`src/logic/ssp_defines.vh`:
```
// Purpose: constants for the strap sampler and pad configuration block
// Assumes: 200 MHz clock
// Notes: timing counts are derived from times in microseconds
`ifndef SSP_DEFINES_VH
`define SSP_DEFINES_VH
// Strap settle delay after reset release, in microseconds
`define SSP_SETTLE_US 2000
`define SSP_CLK_MHZ 200
`define SSP_SETTLE_CYC (`SSP_SETTLE_US * `SSP_CLK_MHZ)
`define SSP_CNT_W 20
// Power states
`define SSP_PWR_ACTIVE 2'h0
`define SSP_PWR_SLEEP 2'h1
`define SSP_PWR_DOWN 2'h2
`define SSP_PWR_OOR 2'h3
// Pull encodings: {enable, up}
`define SSP_PULL_NONE 2'h0
`define SSP_PULL_DOWN 2'h2
`define SSP_PULL_UP 2'h3
// Debug modes
`define SSP_DBG_NORMAL 2'h0
`define SSP_DBG_JTAG 2'h1
`define SSP_DBG_SWD 2'h2
// Host select reset value and general pin count
`define SSP_HOST_SEL_RST 1'h1
`define SSP_GPIO_COUNT 5
`endif

```
`src/logic/ssp_strap_pad_cfg.v`:
```
// Purpose: strap capture, debug/host pad routing and pad defaults
// Assumes: pins are asynchronous and synchronised before use
// Notes: pull outputs are {enable, up}; settle count is a parameter
`timescale 1ns/1ps
`include "ssp_defines.vh"
module ssp_strap_pad_cfg #(
    parameter SETTLE_CYC = `SSP_SETTLE_CYC
) (
    clock,
    reset,
    wlan_regulator_enable,
    sleep_req,
    strap_host_sel_pin,
    strap_dbg_sel_pin,
    gpio_in,
    sdio_pad_in,
    sdio_core_out,
    sdio_core_oe,
    jtag_tdo,
    swd_out,
    swd_oe,
    clk_req_level,
    clk_req_push_pull,
    reg_pd_disable,
    gpio_pull_we,
    gpio_pull_val,
    strap_done,
    host_is_sdio,
    dbg_mode,
    pwr_state,
    sdio_pad_out,
    sdio_pad_oe,
    sdio_pad_pull,
    jtag_in,
    swd_in,
    swd_pad_out,
    swd_pad_oe,
    out_of_band_irq,
    shared_io_router_in,
    clk_req_out,
    clk_req_oe,
    clk_req_pull_down,
    clk_req_keeper_en,
    reg_en_pull_down,
    dbg_sel_pull_down,
    gpio_pull,
    gpio_keeper_en
);
    input wire clock;
    input wire reset;
    input wire wlan_regulator_enable;
    input wire sleep_req;
    input wire strap_host_sel_pin;
    input wire strap_dbg_sel_pin;
    input wire [4:0] gpio_in;
    input wire [5:0] sdio_pad_in;
    input wire [5:0] sdio_core_out;
    input wire [5:0] sdio_core_oe;
    input wire jtag_tdo;
    input wire swd_out;
    input wire swd_oe;
    input wire clk_req_level;
    input wire clk_req_push_pull;
    input wire reg_pd_disable;
    input wire [4:0] gpio_pull_we;
    input wire [1:0] gpio_pull_val;
    output reg strap_done;
    output reg host_is_sdio;
    output reg [1:0] dbg_mode;
    output reg [1:0] pwr_state;
    output reg [5:0] sdio_pad_out;
    output reg [5:0] sdio_pad_oe;
    output reg [1:0] sdio_pad_pull;
    output reg [3:0] jtag_in;
    output reg swd_in;
    output reg swd_pad_out;
    output reg swd_pad_oe;
    output reg out_of_band_irq;
    output reg [7:0] shared_io_router_in;
    output reg clk_req_out;
    output reg clk_req_oe;
    output reg clk_req_pull_down;
    output reg clk_req_keeper_en;
    output reg reg_en_pull_down;
    output reg dbg_sel_pull_down;
    output wire [9:0] gpio_pull;
    output wire [4:0] gpio_keeper_en;

    // ==========================================
    // Input synchronisers
    // They reset low, so the pads read as unpowered for two cycles
    // after reset until the regulator enable has passed both stages
    wire reg_en_s;
    wire sleep_s;
    wire host_sel_s;
    wire dbg_sel_s;
    wire [4:0] gpio_s;
    ssp_sync2 #(.WIDTH(9)) u_sync (
        .clock(clock),
        .reset(reset),
        .d({wlan_regulator_enable, sleep_req, strap_host_sel_pin, strap_dbg_sel_pin, gpio_in}),
        .q({reg_en_s, sleep_s, host_sel_s, dbg_sel_s, gpio_s})
    );

    // Debug clock passes the synchronisers too, so it must run well below the system clock
    wire [5:0] sdio_in_s;
    ssp_sync2 #(.WIDTH(6)) u_sdio_sync (
        .clock(clock),
        .reset(reset),
        .d(sdio_pad_in),
        .q(sdio_in_s)
    );

    // ==========================================
    // Strap capture
    reg [`SSP_CNT_W-1:0] settle_q;
    reg done_q;
    reg host_q;
    reg [1:0] dbg_q;
    // Counter is wide enough for the default count of 400000 cycles
    // Capture restarts whenever the regulator enable drops
    localparam integer SETTLE_LAST_I = SETTLE_CYC - 1;
    wire [`SSP_CNT_W-1:0] settle_last = SETTLE_LAST_I[`SSP_CNT_W-1:0];
    reg [1:0] dbg_d;
    always @* begin
        case ({dbg_sel_s, gpio_s[2], gpio_s[1]})
            3'h0: dbg_d = `SSP_DBG_NORMAL;
            3'h1: dbg_d = `SSP_DBG_JTAG;
            3'h3: dbg_d = `SSP_DBG_SWD;
            default: dbg_d = `SSP_DBG_NORMAL;
        endcase
    end
    always @(posedge clock) begin
        if (reset || !reg_en_s) begin
            settle_q <= {`SSP_CNT_W{1'b0}};
            done_q <= 1'b0;
            host_q <= `SSP_HOST_SEL_RST;
            dbg_q <= `SSP_DBG_NORMAL;
        end else if (!done_q) begin
            if (settle_q == settle_last) begin
                done_q <= 1'b1;
                host_q <= host_sel_s;
                dbg_q <= dbg_d;
            end else begin
                settle_q <= settle_q + 1'b1;
            end
        end
    end

    // ==========================================
    // Power state
    reg [1:0] pwr_d;
    always @* begin
        if (!reg_en_s) begin
            pwr_d = `SSP_PWR_DOWN;
        end else if (!done_q) begin
            pwr_d = `SSP_PWR_OOR;
        end else if (sleep_s) begin
            pwr_d = `SSP_PWR_SLEEP;
        end else begin
            pwr_d = `SSP_PWR_ACTIVE;
        end
    end

    // ==========================================
    // General pin defaults
    // strap pins pulled to default, except pin 2
    // pin 0 unpulled; pins 3,4 up, pin 2 none
    wire [9:0] hw_pull = {`SSP_PULL_UP, `SSP_PULL_UP, `SSP_PULL_NONE, `SSP_PULL_DOWN, `SSP_PULL_NONE};
    genvar g;
    generate
        for (g = 0; g < `SSP_GPIO_COUNT; g = g + 1) begin : g_pad
            ssp_gpio_pad u_pad (
                .clock(clock),
                .reset(reset),
                .pwr_state(pwr_state),
                .hw_pull(hw_pull[2*g+1:2*g]),
                .sw_pull_we(gpio_pull_we[g] & done_q),
                .sw_pull(gpio_pull_val),
                .pull(gpio_pull[2*g+1:2*g]),
                .keeper_en(gpio_keeper_en[g])
            );
        end
    endgenerate

    // ==========================================
    // Mode and status outputs
    // Decoded from the next state so pads and state move on one edge
    wire down = (pwr_d == `SSP_PWR_DOWN);
    wire jtag_on = done_q && (dbg_q == `SSP_DBG_JTAG);
    wire swd_on = done_q && (dbg_q == `SSP_DBG_SWD);
    always @(posedge clock) begin
        if (reset) begin
            strap_done <= 1'b0;
            host_is_sdio <= `SSP_HOST_SEL_RST;
            dbg_mode <= `SSP_DBG_NORMAL;
            pwr_state <= `SSP_PWR_OOR;
        end else begin
            strap_done <= done_q;
            host_is_sdio <= host_q;
            dbg_mode <= dbg_q;
            pwr_state <= pwr_d;
        end
    end

    // ==========================================
    // SDIO and debug pad routing, registered outputs
    always @(posedge clock) begin
        if (reset) begin
            sdio_pad_out <= 6'h00;
            sdio_pad_oe <= 6'h00;
            sdio_pad_pull <= `SSP_PULL_UP;
            jtag_in <= 4'h0;
            swd_in <= 1'b0;
            swd_pad_out <= 1'b0;
            swd_pad_oe <= 1'b0;
            out_of_band_irq <= 1'b0;
            shared_io_router_in <= 8'h00;
        end else begin
            if (down) begin
                sdio_pad_out <= 6'h00;
                sdio_pad_oe <= 6'h00;
                sdio_pad_pull <= `SSP_PULL_NONE;
            end else if (jtag_on) begin
                // JTAG on SDIO pads, TDO on data 0
                sdio_pad_out <= {5'h00, jtag_tdo};
                sdio_pad_oe <= 6'h01;
                sdio_pad_pull <= `SSP_PULL_NONE;
            end else begin
                sdio_pad_out <= sdio_core_out;
                sdio_pad_oe <= sdio_core_oe;
                sdio_pad_pull <= done_q ? `SSP_PULL_NONE : `SSP_PULL_UP;
            end
            // JTAG inputs from SDIO data 1 to 3 and clock
            jtag_in <= jtag_on ? {sdio_in_s[5], sdio_in_s[3:1]} : 4'h0;
            // SWD data both ways on debug pin 2
            swd_in <= swd_on ? gpio_s[2] : 1'b0;
            swd_pad_out <= swd_on & swd_out;
            swd_pad_oe <= swd_on & swd_oe;
            // pin 0 returns to its function after capture; router lines follow pins 3 and 4 at all times, pin 2 outside SWD
            out_of_band_irq <= done_q ? gpio_s[0] : 1'b0;
            // router lines 0, 1 and 7; SWD takes pin 2 off line 7
            shared_io_router_in <= {gpio_s[2] & ~swd_on, 5'h00, gpio_s[4], gpio_s[3]};
        end
    end

    // ==========================================
    // Clock request and strap pulls
    always @(posedge clock) begin
        if (reset) begin
            clk_req_out <= 1'b0;
            clk_req_oe <= 1'b0;
            clk_req_pull_down <= 1'b0;
            clk_req_keeper_en <= 1'b1;
            reg_en_pull_down <= 1'b1;
            dbg_sel_pull_down <= 1'b1;
        end else begin
            // open drain out of reset, programmable later
            if (down) begin
                clk_req_out <= 1'b0;
                clk_req_oe <= 1'b0;
                clk_req_pull_down <= 1'b1;
                clk_req_keeper_en <= 1'b0;
            end else if (done_q && clk_req_push_pull) begin
                clk_req_out <= clk_req_level;
                clk_req_oe <= 1'b1;
                clk_req_pull_down <= 1'b0;
                clk_req_keeper_en <= 1'b1;
            end else begin
                // Open drain: only drive low when not requesting
                clk_req_out <= 1'b0;
                clk_req_oe <= ~clk_req_level;
                clk_req_pull_down <= 1'b0;
                clk_req_keeper_en <= 1'b1;
            end
            // pull-down, disable only active or sleep
            reg_en_pull_down <= ~(reg_pd_disable && done_q && !down);
            dbg_sel_pull_down <= ~down;
        end
    end
endmodule // ssp_strap_pad_cfg

```
`src/logic/ssp_sync2.v`:
```
// Purpose: two flip-flop synchroniser for pin inputs
// Assumes: single clock, synchronous reset
// Notes: first stage is read only by the second
`timescale 1ns/1ps
module ssp_sync2 #(
    parameter WIDTH = 1
) (
    clock,
    reset,
    d,
    q
);
    input wire clock;
    input wire reset;
    input wire [WIDTH-1:0] d;
    output reg [WIDTH-1:0] q;
    reg [WIDTH-1:0] meta_q;
    always @(posedge clock) begin
        if (reset) begin
            meta_q <= {WIDTH{1'b0}};
            q <= {WIDTH{1'b0}};
        end else begin
            meta_q <= d;
            q <= meta_q;
        end
    end
endmodule // ssp_sync2

```
`src/logic/ssp_gpio_pad.v`:
```
// Purpose: per-pin pull and keeper control for one general pin
// Assumes: pull programming is written by software after strap capture
// Notes: software pull overrides hardware default once written, in active and sleep only
`timescale 1ns/1ps
`include "ssp_defines.vh"
module ssp_gpio_pad (
    clock,
    reset,
    pwr_state,
    hw_pull,
    sw_pull_we,
    sw_pull,
    pull,
    keeper_en
);
    input wire clock;
    input wire reset;
    input wire [1:0] pwr_state;
    input wire [1:0] hw_pull;
    input wire sw_pull_we;
    input wire [1:0] sw_pull;
    output reg [1:0] pull;
    output reg keeper_en;
    reg sw_owned_q;
    reg [1:0] sw_pull_q;
    always @(posedge clock) begin
        if (reset) begin
            sw_owned_q <= 1'b0;
            sw_pull_q <= `SSP_PULL_NONE;
        end else if (sw_pull_we) begin
            sw_owned_q <= 1'b1;
            sw_pull_q <= sw_pull;
        end
    end
    always @* begin
        pull = sw_owned_q ? sw_pull_q : hw_pull;
        keeper_en = 1'b1;
        if (pwr_state == `SSP_PWR_DOWN) begin
            pull = `SSP_PULL_NONE;
            keeper_en = 1'b0;
        end else if (pwr_state == `SSP_PWR_OOR) begin
            pull = hw_pull;
        end
    end
endmodule // ssp_gpio_pad

```
`config.mk`:
```
export PLATFORM = sky130hd
export DESIGN_NAME = ssp_strap_pad_cfg
export DESIGN_NICKNAME = d
export VERILOG_FILES = /design/src/logic/ssp_strap_pad_cfg.v /design/src/logic/ssp_sync2.v /design/src/logic/ssp_gpio_pad.v
export VERILOG_INCLUDE_DIRS = /design/src /design/src/logic
export SDC_FILE = /design/constraint.sdc
export NUM_CORES = 1
export LEC_CHECK = 0
export BUFFER_PORTS_ARGS = -buffer_cell sky130_fd_sc_hd__buf_2
export CAP_MARGIN = 20
export CORE_MARGIN = 2
export CORE_UTILIZATION = 35
export DETAILED_ROUTE_END_ITERATION = 7
export SLEW_MARGIN = 20
export SYNTH_ARGS = -nofsm -noshare
export SYNTH_HDL_FRONTEND = slang
export SYNTH_SLANG_ARGS = --single-unit
```
`constraint.sdc`:
```
create_clock -name clock -period 1.6 [get_ports clock]
set_input_delay 0.32 -clock clock [delete_from_list [all_inputs] [get_ports clock]]
set_output_delay 0.32 -clock clock [all_outputs]
set_load 0.02 [all_outputs]
```
==> metrics.csv, run 1 <==
stage;metric;value;unit
finish;FF/Latch Area;2017;um2
drt;vias per cell;4.377;
timing;setup TNS;0;ns
finish;share of cells above drive strength 1;37.73;%
finish;synthesis-to-finish area growth;33.10;%
yosys;Main synth FF type;dfxtp_1;
clock_network;CTS sink count;100;
timing;fin crit share;98.88;%
drt;Pre-antenna DRT Iters;4;
yosys;post-synthesis xor/xnor area fraction;2.964;%
global_route;GR Overflow Total;0;
yosys;ys async rst share;0;%
worst_setup_path;CP startpoint kind;flip-flop;
worst_setup_path;Crit Path Class;reg2reg;
timing;unrepaired setup endpoints after global routing;yes;
yosys;register area share after synthesis;56.46;%
worst_setup_path;maximum fanout along the worst path;8;
worst_hold_path;HP Class;in2reg;
timing;Final Critical Period;1.582;ns
drt;DRT iter0 DRCs;96;
finish;fin cells;626;
finish;most frequent cells in the layout;dfxtp_1, buf_2, buf_4, nor2_1, nor2b_1;
floorplanning;die width;104.7;um
global_route;initial antenna violation count;0;
finish;# nets final;531;
clock_network;CTS Hold Buffers Added;0;
power;Pwr Total;4.264;mW
placed_design;hpwl dp;5322;um
worst_setup_path;Setup crit end kind;flip-flop;
yosys;largest family of logic cells by synthesized area;simple AND/OR/NAND/NOR gates;
timing;Slew Viols, Final;0;
yosys;multiplexer share of the synthesized area;1.129;%
worst_setup_path;arrival time at the worst endpoint;1.89;ns
timing;setup violators final;0;
global_route;pin count of the biggest net entering global routing;28;
clock_network;Root Buffer;clkbuf_8;
power;pwr dens;903.5;nW/um2
placed_design;placed cells;607;
placed_design;gp weighted congestion;0.7718;
timing;fmax;632.1;MHz
drt;DRC viols;0;
timing;Hold Vio Cnt, Final;0;
global_route;first-pass GRT wire length;11920;um
yosys;Yosys top cell by area;dfxtp_1;
drt;routed vias;2740;
yosys;top cells by area, synth;dfxtp_1, nor2b_1, and2_1, nor2_1, nand3_1;
placed_design;Place WS;-0.04899;ns
drt;post-route ant nets;0;
global_route;vias in the first global route;2603;
yosys;Compound-Gate Fraction of Synth Area;7.516;%
clock_network;total CTS buffers;9;
run_status;status;completed;
floorplanning;I/O Pins;99;
timing;skew final;0.01014;ns
power;Worst VDD drop;0.5013;mV
yosys;simple-gate share of the synthesized area;26.82;%
floorplanning;site row count;36;
finish;ant diodes;0;
placed_design;PortBufs;91;
yosys;unique cell type count in the Yosys netlist;45;
clock_network;TritonCTS clock tree;yes;
yosys;Synth Area in Adders;0.3529;%
yosys;Syn Inst Count;360;
finish;# fillers;975;
worst_setup_path;Required @ worst endpoint;1.90;ns
clock_network;Reg clk slew, reported paths;0.10;ns
flow_run;max_cap viols;0;
finish;commonest non-fill, non-tap cell in the layout;dfxtp_1;
drt;Routed WL per cell;11.46;um
yosys;Mapped Area;3546;um2
clock_network;CTS HTree Levels;3;
floorplanning;initial core utilization;36.11;%
global_route;Global Route Usage Sum;13.56;%
finish;area of the multi-input gates;1484;um2
yosys;post-synth top area share;56.46;%
yosys;post-synthesis sequential element count;100;
clock_network;Max clock buf depth;2;
timing;final worst slack;0.01799;ns
yosys;Post-synth EDFFs;0;
floorplanning;Die Span Y;104.7;um
floorplanning;Core Footprint;9819;um2
drt;final WL;7176;um
clock_network;Clk Latency, worst-skew pair;0.36;ns
yosys;Yosys Warn Count;0;
floorplanning;die area;10950;um2
yosys;Avg Cell Area, Syn;9.850;um2
power;Pleak;2.017;nW
-- synthesized netlist by cell type, drive strengths merged (5+ instances only) --
cell / number
inv: 8
xor2: 10
nand3: 22
nor2b: 31
nor2: 33
dfxtp: 100
clkbuf: 10
a21oi: 20
nand2: 25
nand2b: 7
o21ai: 7
buf: 14
and2: 20
nand4: 5
-- cells by family (layout without fill, tap and decap cells) --
kind of cell | after synthesis | after routing
other | 1 | 5
XOR/XNOR | 12 | 12
adder cells (fa/ha/maj) | 1 | 1
multiplexers | 4 | 4
AND/OR/NAND/NOR | 169 | 169
AO/OA/AOI/OAI | 41 | 41
flip-flops | 100 | 100
buffers and inverters | 32 | 161
-- power by group --
part	internal [mW]	switching (mW)	leakage, nW
registers	2.53	0.0119	0.818
logic	0.0961	0.132	1.11
clock network	0.596	0.898	0.0911
-- metrics by stage --
stage,utilization (%),hold slack (ns),cell area (um2)
finish,48.06,0.1413,4720
global route,48.06,0.1189,4720
CTS,47.02,0.1241,4617
detailed placement,44.64,0.4120,4383
global placement,44.64,0.4144,4383
floorplan,-,0.4057,3561
-- path summary, 6_finish.rpt --
kind / cells after the start / slack [ns] / startpoint / endpoint
setup / recovery: 6 / 0.02 / settle_q[8]$_SDFFE_PP0P_ / settle_q[5]$_SDFFE_PP0P_
hold / removal: 2 / 0.14 / reg_pd_disable / reg_en_pull_down$_SDFF_PP1_
setup reg to reg: 6 / 0.02 / settle_q[8]$_SDFFE_PP0P_ / settle_q[5]$_SDFFE_PP0P_
hold reg to reg: 1 / 0.43 / u_sdio_sync.q[2]$_SDFF_PP0_ / jtag_in[1]$_SDFF_PP0_
-- registers in the layout (all words and copies together), names as in the netlist, 2 cells and up --
register and flops:
g_pad.u_pad.sw_owned_q 5, u_sdio_sync.q 4, sdio_pad_out 6, settle_q 20
sdio_pad_oe 6, g_pad.u_pad.sw_pull_q 10, shared_io_router_in 3, pwr_state 2
dbg_mode 2, jtag_in 4, dbg_q 2, u_sync.q 9
u_sync.meta_q 9, u_sdio_sync.meta_q 4
-- critical path, cell delays in order (launching register included) --
cell and delay [ns]:
dfxtp_2 0.35, and4bb_2 0.24, nand4_4 0.13, buf_6 0.12, o21ai_4 0.08, or4_4 0.49
a21oi_2 0.12
-- cell type report --
cell class	instances	share of cell area [%]
clock inverter	6	1.113
timing repair buffer	137	17.84
multi-input combinational	232	31.44
clock buffer	10	2.704
tap	133	3.526
inverter	8	0.6363
sequential	100	42.74
-- metal layers --
metal / track usage, % / up-vias / share of wire, %
li1: - / 1439 / -
met2: 21.99 / 66 / 46
met5: 0 / - / 0
met1: 16.80 / 1228 / 47
met3: 4.180 / 7 / 5.8
met4: 5.429 / 0 / 1.5
-- what timing repair did --
action / 4_1_cts / 5_1_grt
pin swaps: 9 / 9
setup endpoints to repair: 21 / 23
buffers inserted: 1 / 2
resized for setup: 15 / 28
Note: power is estimated with default switching activity, not from simulation.
==> inputs of run 2 (changes only) <==
==> constraint.sdc (replaced) <==
create_clock -name clock -period 1.6 [get_ports clock]
set_input_delay 0 -clock clock [delete_from_list [all_inputs] [get_ports clock]]
set_output_delay 0 -clock clock [all_outputs]
set_load 0.02 [all_outputs]
==> run 2 against run 1 <==
Compared with the run above: setup slack got worse by 0.013 ns; design area rose by 8.4%; critical path type unchanged; via count increased by 6.7%; power up 3.8%; die area did not move; largest cell class unchanged; maximum frequency decreased by 0.80%; clock skew barely moved; sequential share of layout area shrank 3.2 points; wire length increased by 7.6%; non-clock buffer count grew 39; clock-buffer cell count is the same; combinational power up 32%.
==> metrics.csv, run 2 (synthesis results as in run 1) <==
stage;metric;value;unit;change
run_status;status;completed;;
global_route;GR Overflow Total;0;;unchanged
clock_network;Max clock buf depth;2;;unchanged
finish;# nets final;570;;+7.3%
clock_network;Clk Latency, worst-skew pair;0.36;ns;about the same
timing;fmax;627.1;MHz;-0.80%
timing;fin crit share;99.67;%;+0.79 points
floorplanning;Die Span Y;104.7;um;unchanged
clock_network;total CTS buffers;9;;unchanged
power;Worst VDD drop;0.5988;mV;+19%
timing;setup TNS;0;ns;unchanged
timing;unrepaired setup endpoints after global routing;yes;;
finish;largest registers;settle_q x20, g_pad.u_pad.sw_pull_q x10;;
floorplanning;site row count;36;;unchanged
worst_hold_path;HP Class;in2reg;;
finish;most flop-heavy register;settle_q;;
global_route;initial antenna violation count;0;;unchanged
worst_setup_path;maximum fanout along the worst path;7;;-1
global_route;first-pass GRT wire length;12690;um;+6.5%
worst_setup_path;reg-to-reg endpoint;settle_q[5]$_SDFFE_PP0P_;;
finish;synthesis-to-finish area growth;44.32;%;
finish;Design Area, Final;5117;um2;+8.4%
clock_network;TritonCTS clock tree;yes;;
worst_setup_path;arrival time at the worst endpoint;1.89;ns;about the same
finish;# fillers;922;;-5.4%
placed_design;hpwl dp;5249;um;-1.4%
worst_setup_path;path depth of the worst reg2reg path;6;;unchanged
timing;hold slack final;0.3696;ns;+0.2282 ns
finish;most frequent cells in the layout;buf_2, dfxtp_1, dlygate4sd3_1, buf_4, nor2_1;;
worst_setup_path;CP Launch Point;settle_q[19]$_SDFFE_PP0P_;;
timing;Final Critical Period;1.595;ns;+0.01272 ns
worst_setup_path;Reg2Reg Setup Slack;0.005;ns;about the same
worst_setup_path;Critical Path End;settle_q[5]$_SDFFE_PP0P_;;
power;Pleak;2.149;nW;+6.6%
placed_design;Place WS;-0.09523;ns;-0.04624 ns
worst_setup_path;Setup crit end kind;flip-flop;;
timing;setup violators final;0;;unchanged
drt;DRT iter0 DRCs;94;;-2.1%
drt;DRC viols;0;;unchanged
finish;area of the multi-input gates;1485;um2;about the same
timing;Hold Vio Cnt, Final;0;;unchanged
drt;final WL;7721;um;+7.6%
finish;share of cells above drive strength 1;34.02;%;-3.7 points
finish;max reg flops;20;;unchanged
floorplanning;Core Footprint;9819;um2;unchanged
flow_run;max_cap viols;0;;unchanged
drt;post-route ant nets;0;;unchanged
worst_setup_path;CP peak stage delay;0.47;ns;-0.02 ns
power;Pwr Total;4.428;mW;+3.8%
worst_setup_path;Crit Path Class;reg2reg;;
placed_design;placed cells;604;;-0.49%
finish;fin cells;665;;+6.2%
floorplanning;I/O Pins;99;;unchanged
drt;Routed WL per cell;11.61;um;+1.3%
worst_setup_path;critical-path cell list;and4bb_2 -> nand4_4 -> buf_6 -> o21ai_4 -> or4_1 -> a21oi_1;;
global_route;pin count of the biggest net entering global routing;47;;+68%
placed_design;gp weighted congestion;0.7796;;+1.0%
finish;FF/Latch Area;2022;um2;+0.25%
finish;commonest non-fill, non-tap cell in the layout;buf_2;;
worst_hold_path;hold path cells;3;;+1
timing;Worst Tran Pin Value;0.5181;ns;
clock_network;CTS HTree Levels;3;;unchanged
timing;skew final;0.009789;ns;-0.0003521 ns
floorplanning;die area;10950;um2;unchanged
worst_setup_path;r2r startpoint;settle_q[19]$_SDFFE_PP0P_;;
drt;routed vias;2924;;+6.7%
drt;Pre-antenna DRT Iters;4;;unchanged
floorplanning;die width;104.7;um;unchanged
floorplanning;initial core utilization;36.11;%;unchanged
placed_design;PortBufs;91;;unchanged
worst_setup_path;Required @ worst endpoint;1.89;ns;about the same
timing;Slew Viols, Final;0;;unchanged
power;pwr dens;865.3;nW/um2;-4.2%
timing;max_slew headroom;65.33;%;
clock_network;CTS sink count;100;;unchanged
clock_network;Root Buffer;clkbuf_8;;
finish;ant diodes;0;;unchanged
finish;final core occ;52.12;%;+4.1 points
worst_setup_path;CP startpoint kind;flip-flop;;
global_route;Global Route Usage Sum;14.50;%;+0.94 points
clock_network;Reg clk slew, reported paths;0.10;ns;about the same
drt;vias per cell;4.397;;+0.46%
worst_setup_path;Crit-path slowest cell;or4_1;;
global_route;vias in the first global route;2740;;+5.3%
timing;final worst slack;0.005269;ns;-0.01272 ns
placed_design;Post-DP Area;4348;um2;-0.80%
[run 2: worst min-delay path by stage]
stage | endpoint | slack, ns | startpoint
after global placement | reg_en_pull_down$_SDFF_PP1_ | 0.20 | reg_pd_disable
final | reg_en_pull_down$_SDFF_PP1_ | 0.37 | reg_pd_disable
after detailed placement | reg_en_pull_down$_SDFF_PP1_ | 0.20 | reg_pd_disable
after CTS | reg_en_pull_down$_SDFF_PP1_ | 0.34 | reg_pd_disable
after floorplan | reg_en_pull_down$_SDFF_PP1_ | 0.09 | reg_pd_disable
after global routing | reg_en_pull_down$_SDFF_PP1_ | 0.34 | reg_pd_disable
[run 2: cell type report]
class | instances | area share (%)
Sequential cell | 100 | 39.51
Multi-Input combinational cell | 232 | 29.02
Timing Repair Buffer | 176 | 23.74
Tap cell | 133 | 3.252
Clock buffer | 10 | 2.494
Clock inverter | 6 | 1.394
Inverter | 8 | 0.5868
[run 2: layer usage]
layer / share of wire (%) / routed length [um] / global-route usage [%]
met5: 0 / 0 / 0
met3: 4.8 / 370 / 3.930
met4: 2.5 / 193 / 8.000
met1: 45 / 3480 / 17.32
met2: 48 / 3676 / 23.62
[run 2: what timing repair did]
action	4_1_cts	5_1_grt
hold buffers	41	0
setup endpoints to repair	14	20
gates resized for setup	19	19
setup buffers	1	3
endpoints found under the hold margin	47	0
pin swaps	8	7
gates cloned	0	0
[run 2: worst max-delay path, delay by kind of cell, from the launching register on]
kind                   cells  cell delay (ns)
AOI/OAI and AO/OA          2             0.19
DFF                        1             0.34
and+or+nand+nor            3             0.87
buffers and inverters      1             0.12
[run 2: report_power, final]
part	internal [mW]	switching, mW	total (mW)
Combinational	0.154	0.145	0.300
Sequential	2.53	0.0119	2.54
Clock	0.737	0.853	1.59
Total	3.42	1.01	4.43
==> inputs of run 3 (changes only) <==
- SYNTH_HIERARCHICAL: unset -> 1
==> run 3 against run 2 <==
Compared with the run above: the run now ends with setup timing left; clock skew increased by 0.00063 ns; maximum frequency decreased by 16%; clock power decreased by 4%; sequential cell count unchanged; hold slack got worse by 0.31 ns; critical path depth decreased by 1.
==> metrics.csv, run 3 <==
stage;metric;value;unit;change
timing;Slew Viols, Final;0;;unchanged
timing;fmax;523.9;MHz;-16%
finish;max reg flops;20;;unchanged
timing;Worst Tran Pin Value;0.5522;ns;+0.03409 ns
finish;share of cells above drive strength 1;33.45;%;-0.57 points
yosys;Mapped Area;3642;um2;+2.7%
placed_design;gp weighted congestion;0.8405;;+7.8%
yosys;Avg Cell Area, Syn;9.951;um2;+1.0%
placed_design;placed cells;633;;+4.8%
floorplanning;initial core utilization;35.60;%;-0.51 points
floorplanning;Die Span Y;106.0;um;+1.3%
clock_network;TritonCTS clock tree;yes;;
global_route;GR Overflow Total;0;;unchanged
timing;unrepaired setup endpoints after global routing;yes;;
worst_setup_path;CP startpoint kind;flip-flop;;
clock_network;total CTS buffers;9;;unchanged
drt;vias per cell;4.306;;-2.1%
worst_setup_path;maximum fanout along the worst path;3;;-4
worst_setup_path;r2r startpoint;settle_q[19]$_SDFFE_PP0P_;;
drt;DRT iter0 DRCs;135;;+44%
clock_network;Max clock buf depth;2;;unchanged
floorplanning;die area;11240;um2;+2.6%
finish;area of the multi-input gates;1707;um2;+15%
worst_setup_path;Setup crit end kind;flip-flop;;
flow_run;max_cap viols;0;;unchanged
clock_network;CTS HTree Levels;3;;unchanged
finish;largest registers;settle_q x20, g_pad.u_pad/sw_pull_q x10;;
worst_hold_path;hold path endpoint;g_pad[0].u_pad/sw_owned_q$_SDFFE_PP0P_;;
worst_setup_path;Reg2Reg Setup Slack;-0.31;ns;-0.31 ns
drt;routed vias;2967;;+1.5%
finish;commonest non-fill, non-tap cell in the layout;dfxtp_1;;
drt;final WL;8101;um;+4.9%
timing;final worst slack;-0.3086;ns;-0.3139 ns
drt;Routed WL per cell;11.76;um;+1.3%
global_route;pin count of the biggest net entering global routing;44;;-6.4%
timing;fin crit share;119.3;%;+20 points
power;Pleak;2.342;nW;+9.0%
clock_network;Clk Latency, worst-skew pair;0.36;ns;about the same
timing;setup violators final;18;;+18
worst_setup_path;Crit Path Class;reg2reg;;
global_route;vias in the first global route;2884;;+5.3%
worst_setup_path;arrival time at the worst endpoint;2.21;ns;+0.32 ns
worst_setup_path;Required @ worst endpoint;1.91;ns;+0.02 ns
worst_setup_path;reg-to-reg endpoint;dbg_q[0]$_SDFFE_PP0P_;;
floorplanning;die width;106.0;um;+1.3%
finish;synthesis-to-finish area growth;43.25;%;
floorplanning;I/O Pins;99;;unchanged
run_status;status;complete, but fails checks;;
power;Worst VDD drop;0.4674;mV;-22%
global_route;Global Route Usage Sum;14.82;%;+0.33 points
drt;Pre-antenna DRT Iters;4;;unchanged
finish;FF/Latch Area;2017;um2;-0.25%
worst_hold_path;hold_sp;gpio_pull_we[0];;
finish;ant diodes;0;;unchanged
placed_design;hpwl dp;5303;um;+1.0%
finish;# fillers;950;;+3.0%
finish;most frequent cells in the layout;dfxtp_1, buf_2, nor2_1, buf_4, dlygate4sd3_1;;
yosys;Yosys Warn Count;6;;+6
placed_design;PortBufs;91;;unchanged
timing;hold slack final;0.05725;ns;-0.3123 ns
yosys;Syn Inst Count;366;;+1.7%
timing;skew final;0.01042;ns;+0.0006326 ns
global_route;initial antenna violation count;0;;unchanged
finish;final core occ;51.00;%;-1.1 points
finish;# nets final;591;;+3.7%
clock_network;Reg clk slew, reported paths;0.10;ns;about the same
floorplanning;Core Footprint;10230;um2;+4.2%
run_status;failing checks;setup timing;;
finish;fin cells;689;;+3.6%
timing;Final Critical Period;1.909;ns;+0.3139 ns
drt;DRC viols;0;;unchanged
clock_network;Root Buffer;clkbuf_8;;
worst_hold_path;HP Class;in2reg;;
drt;post-route ant nets;0;;unchanged
worst_hold_path;hold path cells;4;;+1
placed_design;Place WS;-0.2442;ns;-0.1490 ns
global_route;first-pass GRT wire length;13230;um;+4.2%
finish;most flop-heavy register;settle_q;;
floorplanning;site row count;37;;+2.8%
worst_setup_path;path depth of the worst reg2reg path;5;;-1
timing;max_slew headroom;63.05;%;-2.3 points
timing;Hold Vio Cnt, Final;0;;unchanged
power;pwr dens;844.7;nW/um2;-2.4%
clock_network;CTS sink count;100;;unchanged
-- run 3: repair_timing --
action                                 in CTS  in global routing
gates resized for setup                    24                 11
gates cloned                                0                  0
setup endpoints to repair                  17                 23
buffers inserted                            5                  2
endpoints found under the hold margin      45                  0
pin swaps                                  13                 15
hold buffers                               34                  0
-- run 3: per-stage QoR --
stage                     TNS (ns)  power [mW]  area [um2]
after floorplan            -0.5307       2.774        3747
after detailed placement    -2.387       2.877        4517
after global routing        -3.968       4.612        5218
after CTS                   -2.289       4.475        5165
final                       -2.680       4.407        5218
after global placement      -1.887       2.872        4517
-- run 3: per-layer routing --
metal / up-vias / GRT usage, % / routed length (um)
met5: - / 0 / 0
met4: 0 / 4.793 / 96
met3: 8 / 4.598 / 254
met2: 48 / 26.04 / 4136
met1: 1365 / 17.17 / 3614
li1: 1546 / - / -
-- run 3: worst max path at each step --
stage / from / end / slack [ns] / cells past startpoint
2_1_floorplan: settle_q[7]$_SDFFE_PP0P_ / dbg_q[0]$_SDFFE_PP0P_ / -0.23 / 5
3_3_place_gp: settle_q[7]$_SDFFE_PP0P_ / dbg_q[0]$_SDFFE_PP0P_ / -0.21 / 5
3_5_place_dp: settle_q[0]$_SDFFE_PP0P_ / settle_q[5]$_SDFFE_PP0P_ / -0.24 / 6
4_1_cts: settle_q[7]$_SDFFE_PP0P_ / dbg_q[0]$_SDFFE_PP0P_ / -0.24 / 5
5_1_grt: settle_q[19]$_SDFFE_PP0P_ / settle_q[2]$_SDFFE_PP0P_ / -0.38 / 6
6_report: settle_q[19]$_SDFFE_PP0P_ / dbg_q[0]$_SDFFE_PP0P_ / -0.31 / 5
-- run 3: cell type report --
type                    instances  area share (%)
flip-flops and latches        100           38.66
inverters                       7          0.5036
multi-input cells             265           32.71
repair buffers                165           21.37
well taps                     136           3.261
clock inverters                 5          0.7914
clock buffers                  11           2.710
-- run 3: power breakdown --
group / switching (mW) / internal [mW] / total, mW
Sequential: 0.0192 / 2.53 / 2.55
Combinational: 0.166 / 0.167 / 0.333
Clock: 0.897 / 0.629 / 1.53
Total: 1.08 / 3.33 / 4.41
-- run 3: critical path, cell delays in order (launching register included) --
cell	delay, ns
dfxtp_1	0.32
or4_4	0.55
nor3_4	0.26
nand3_2	0.11
or4b_4	0.49
a21oi_2	0.12
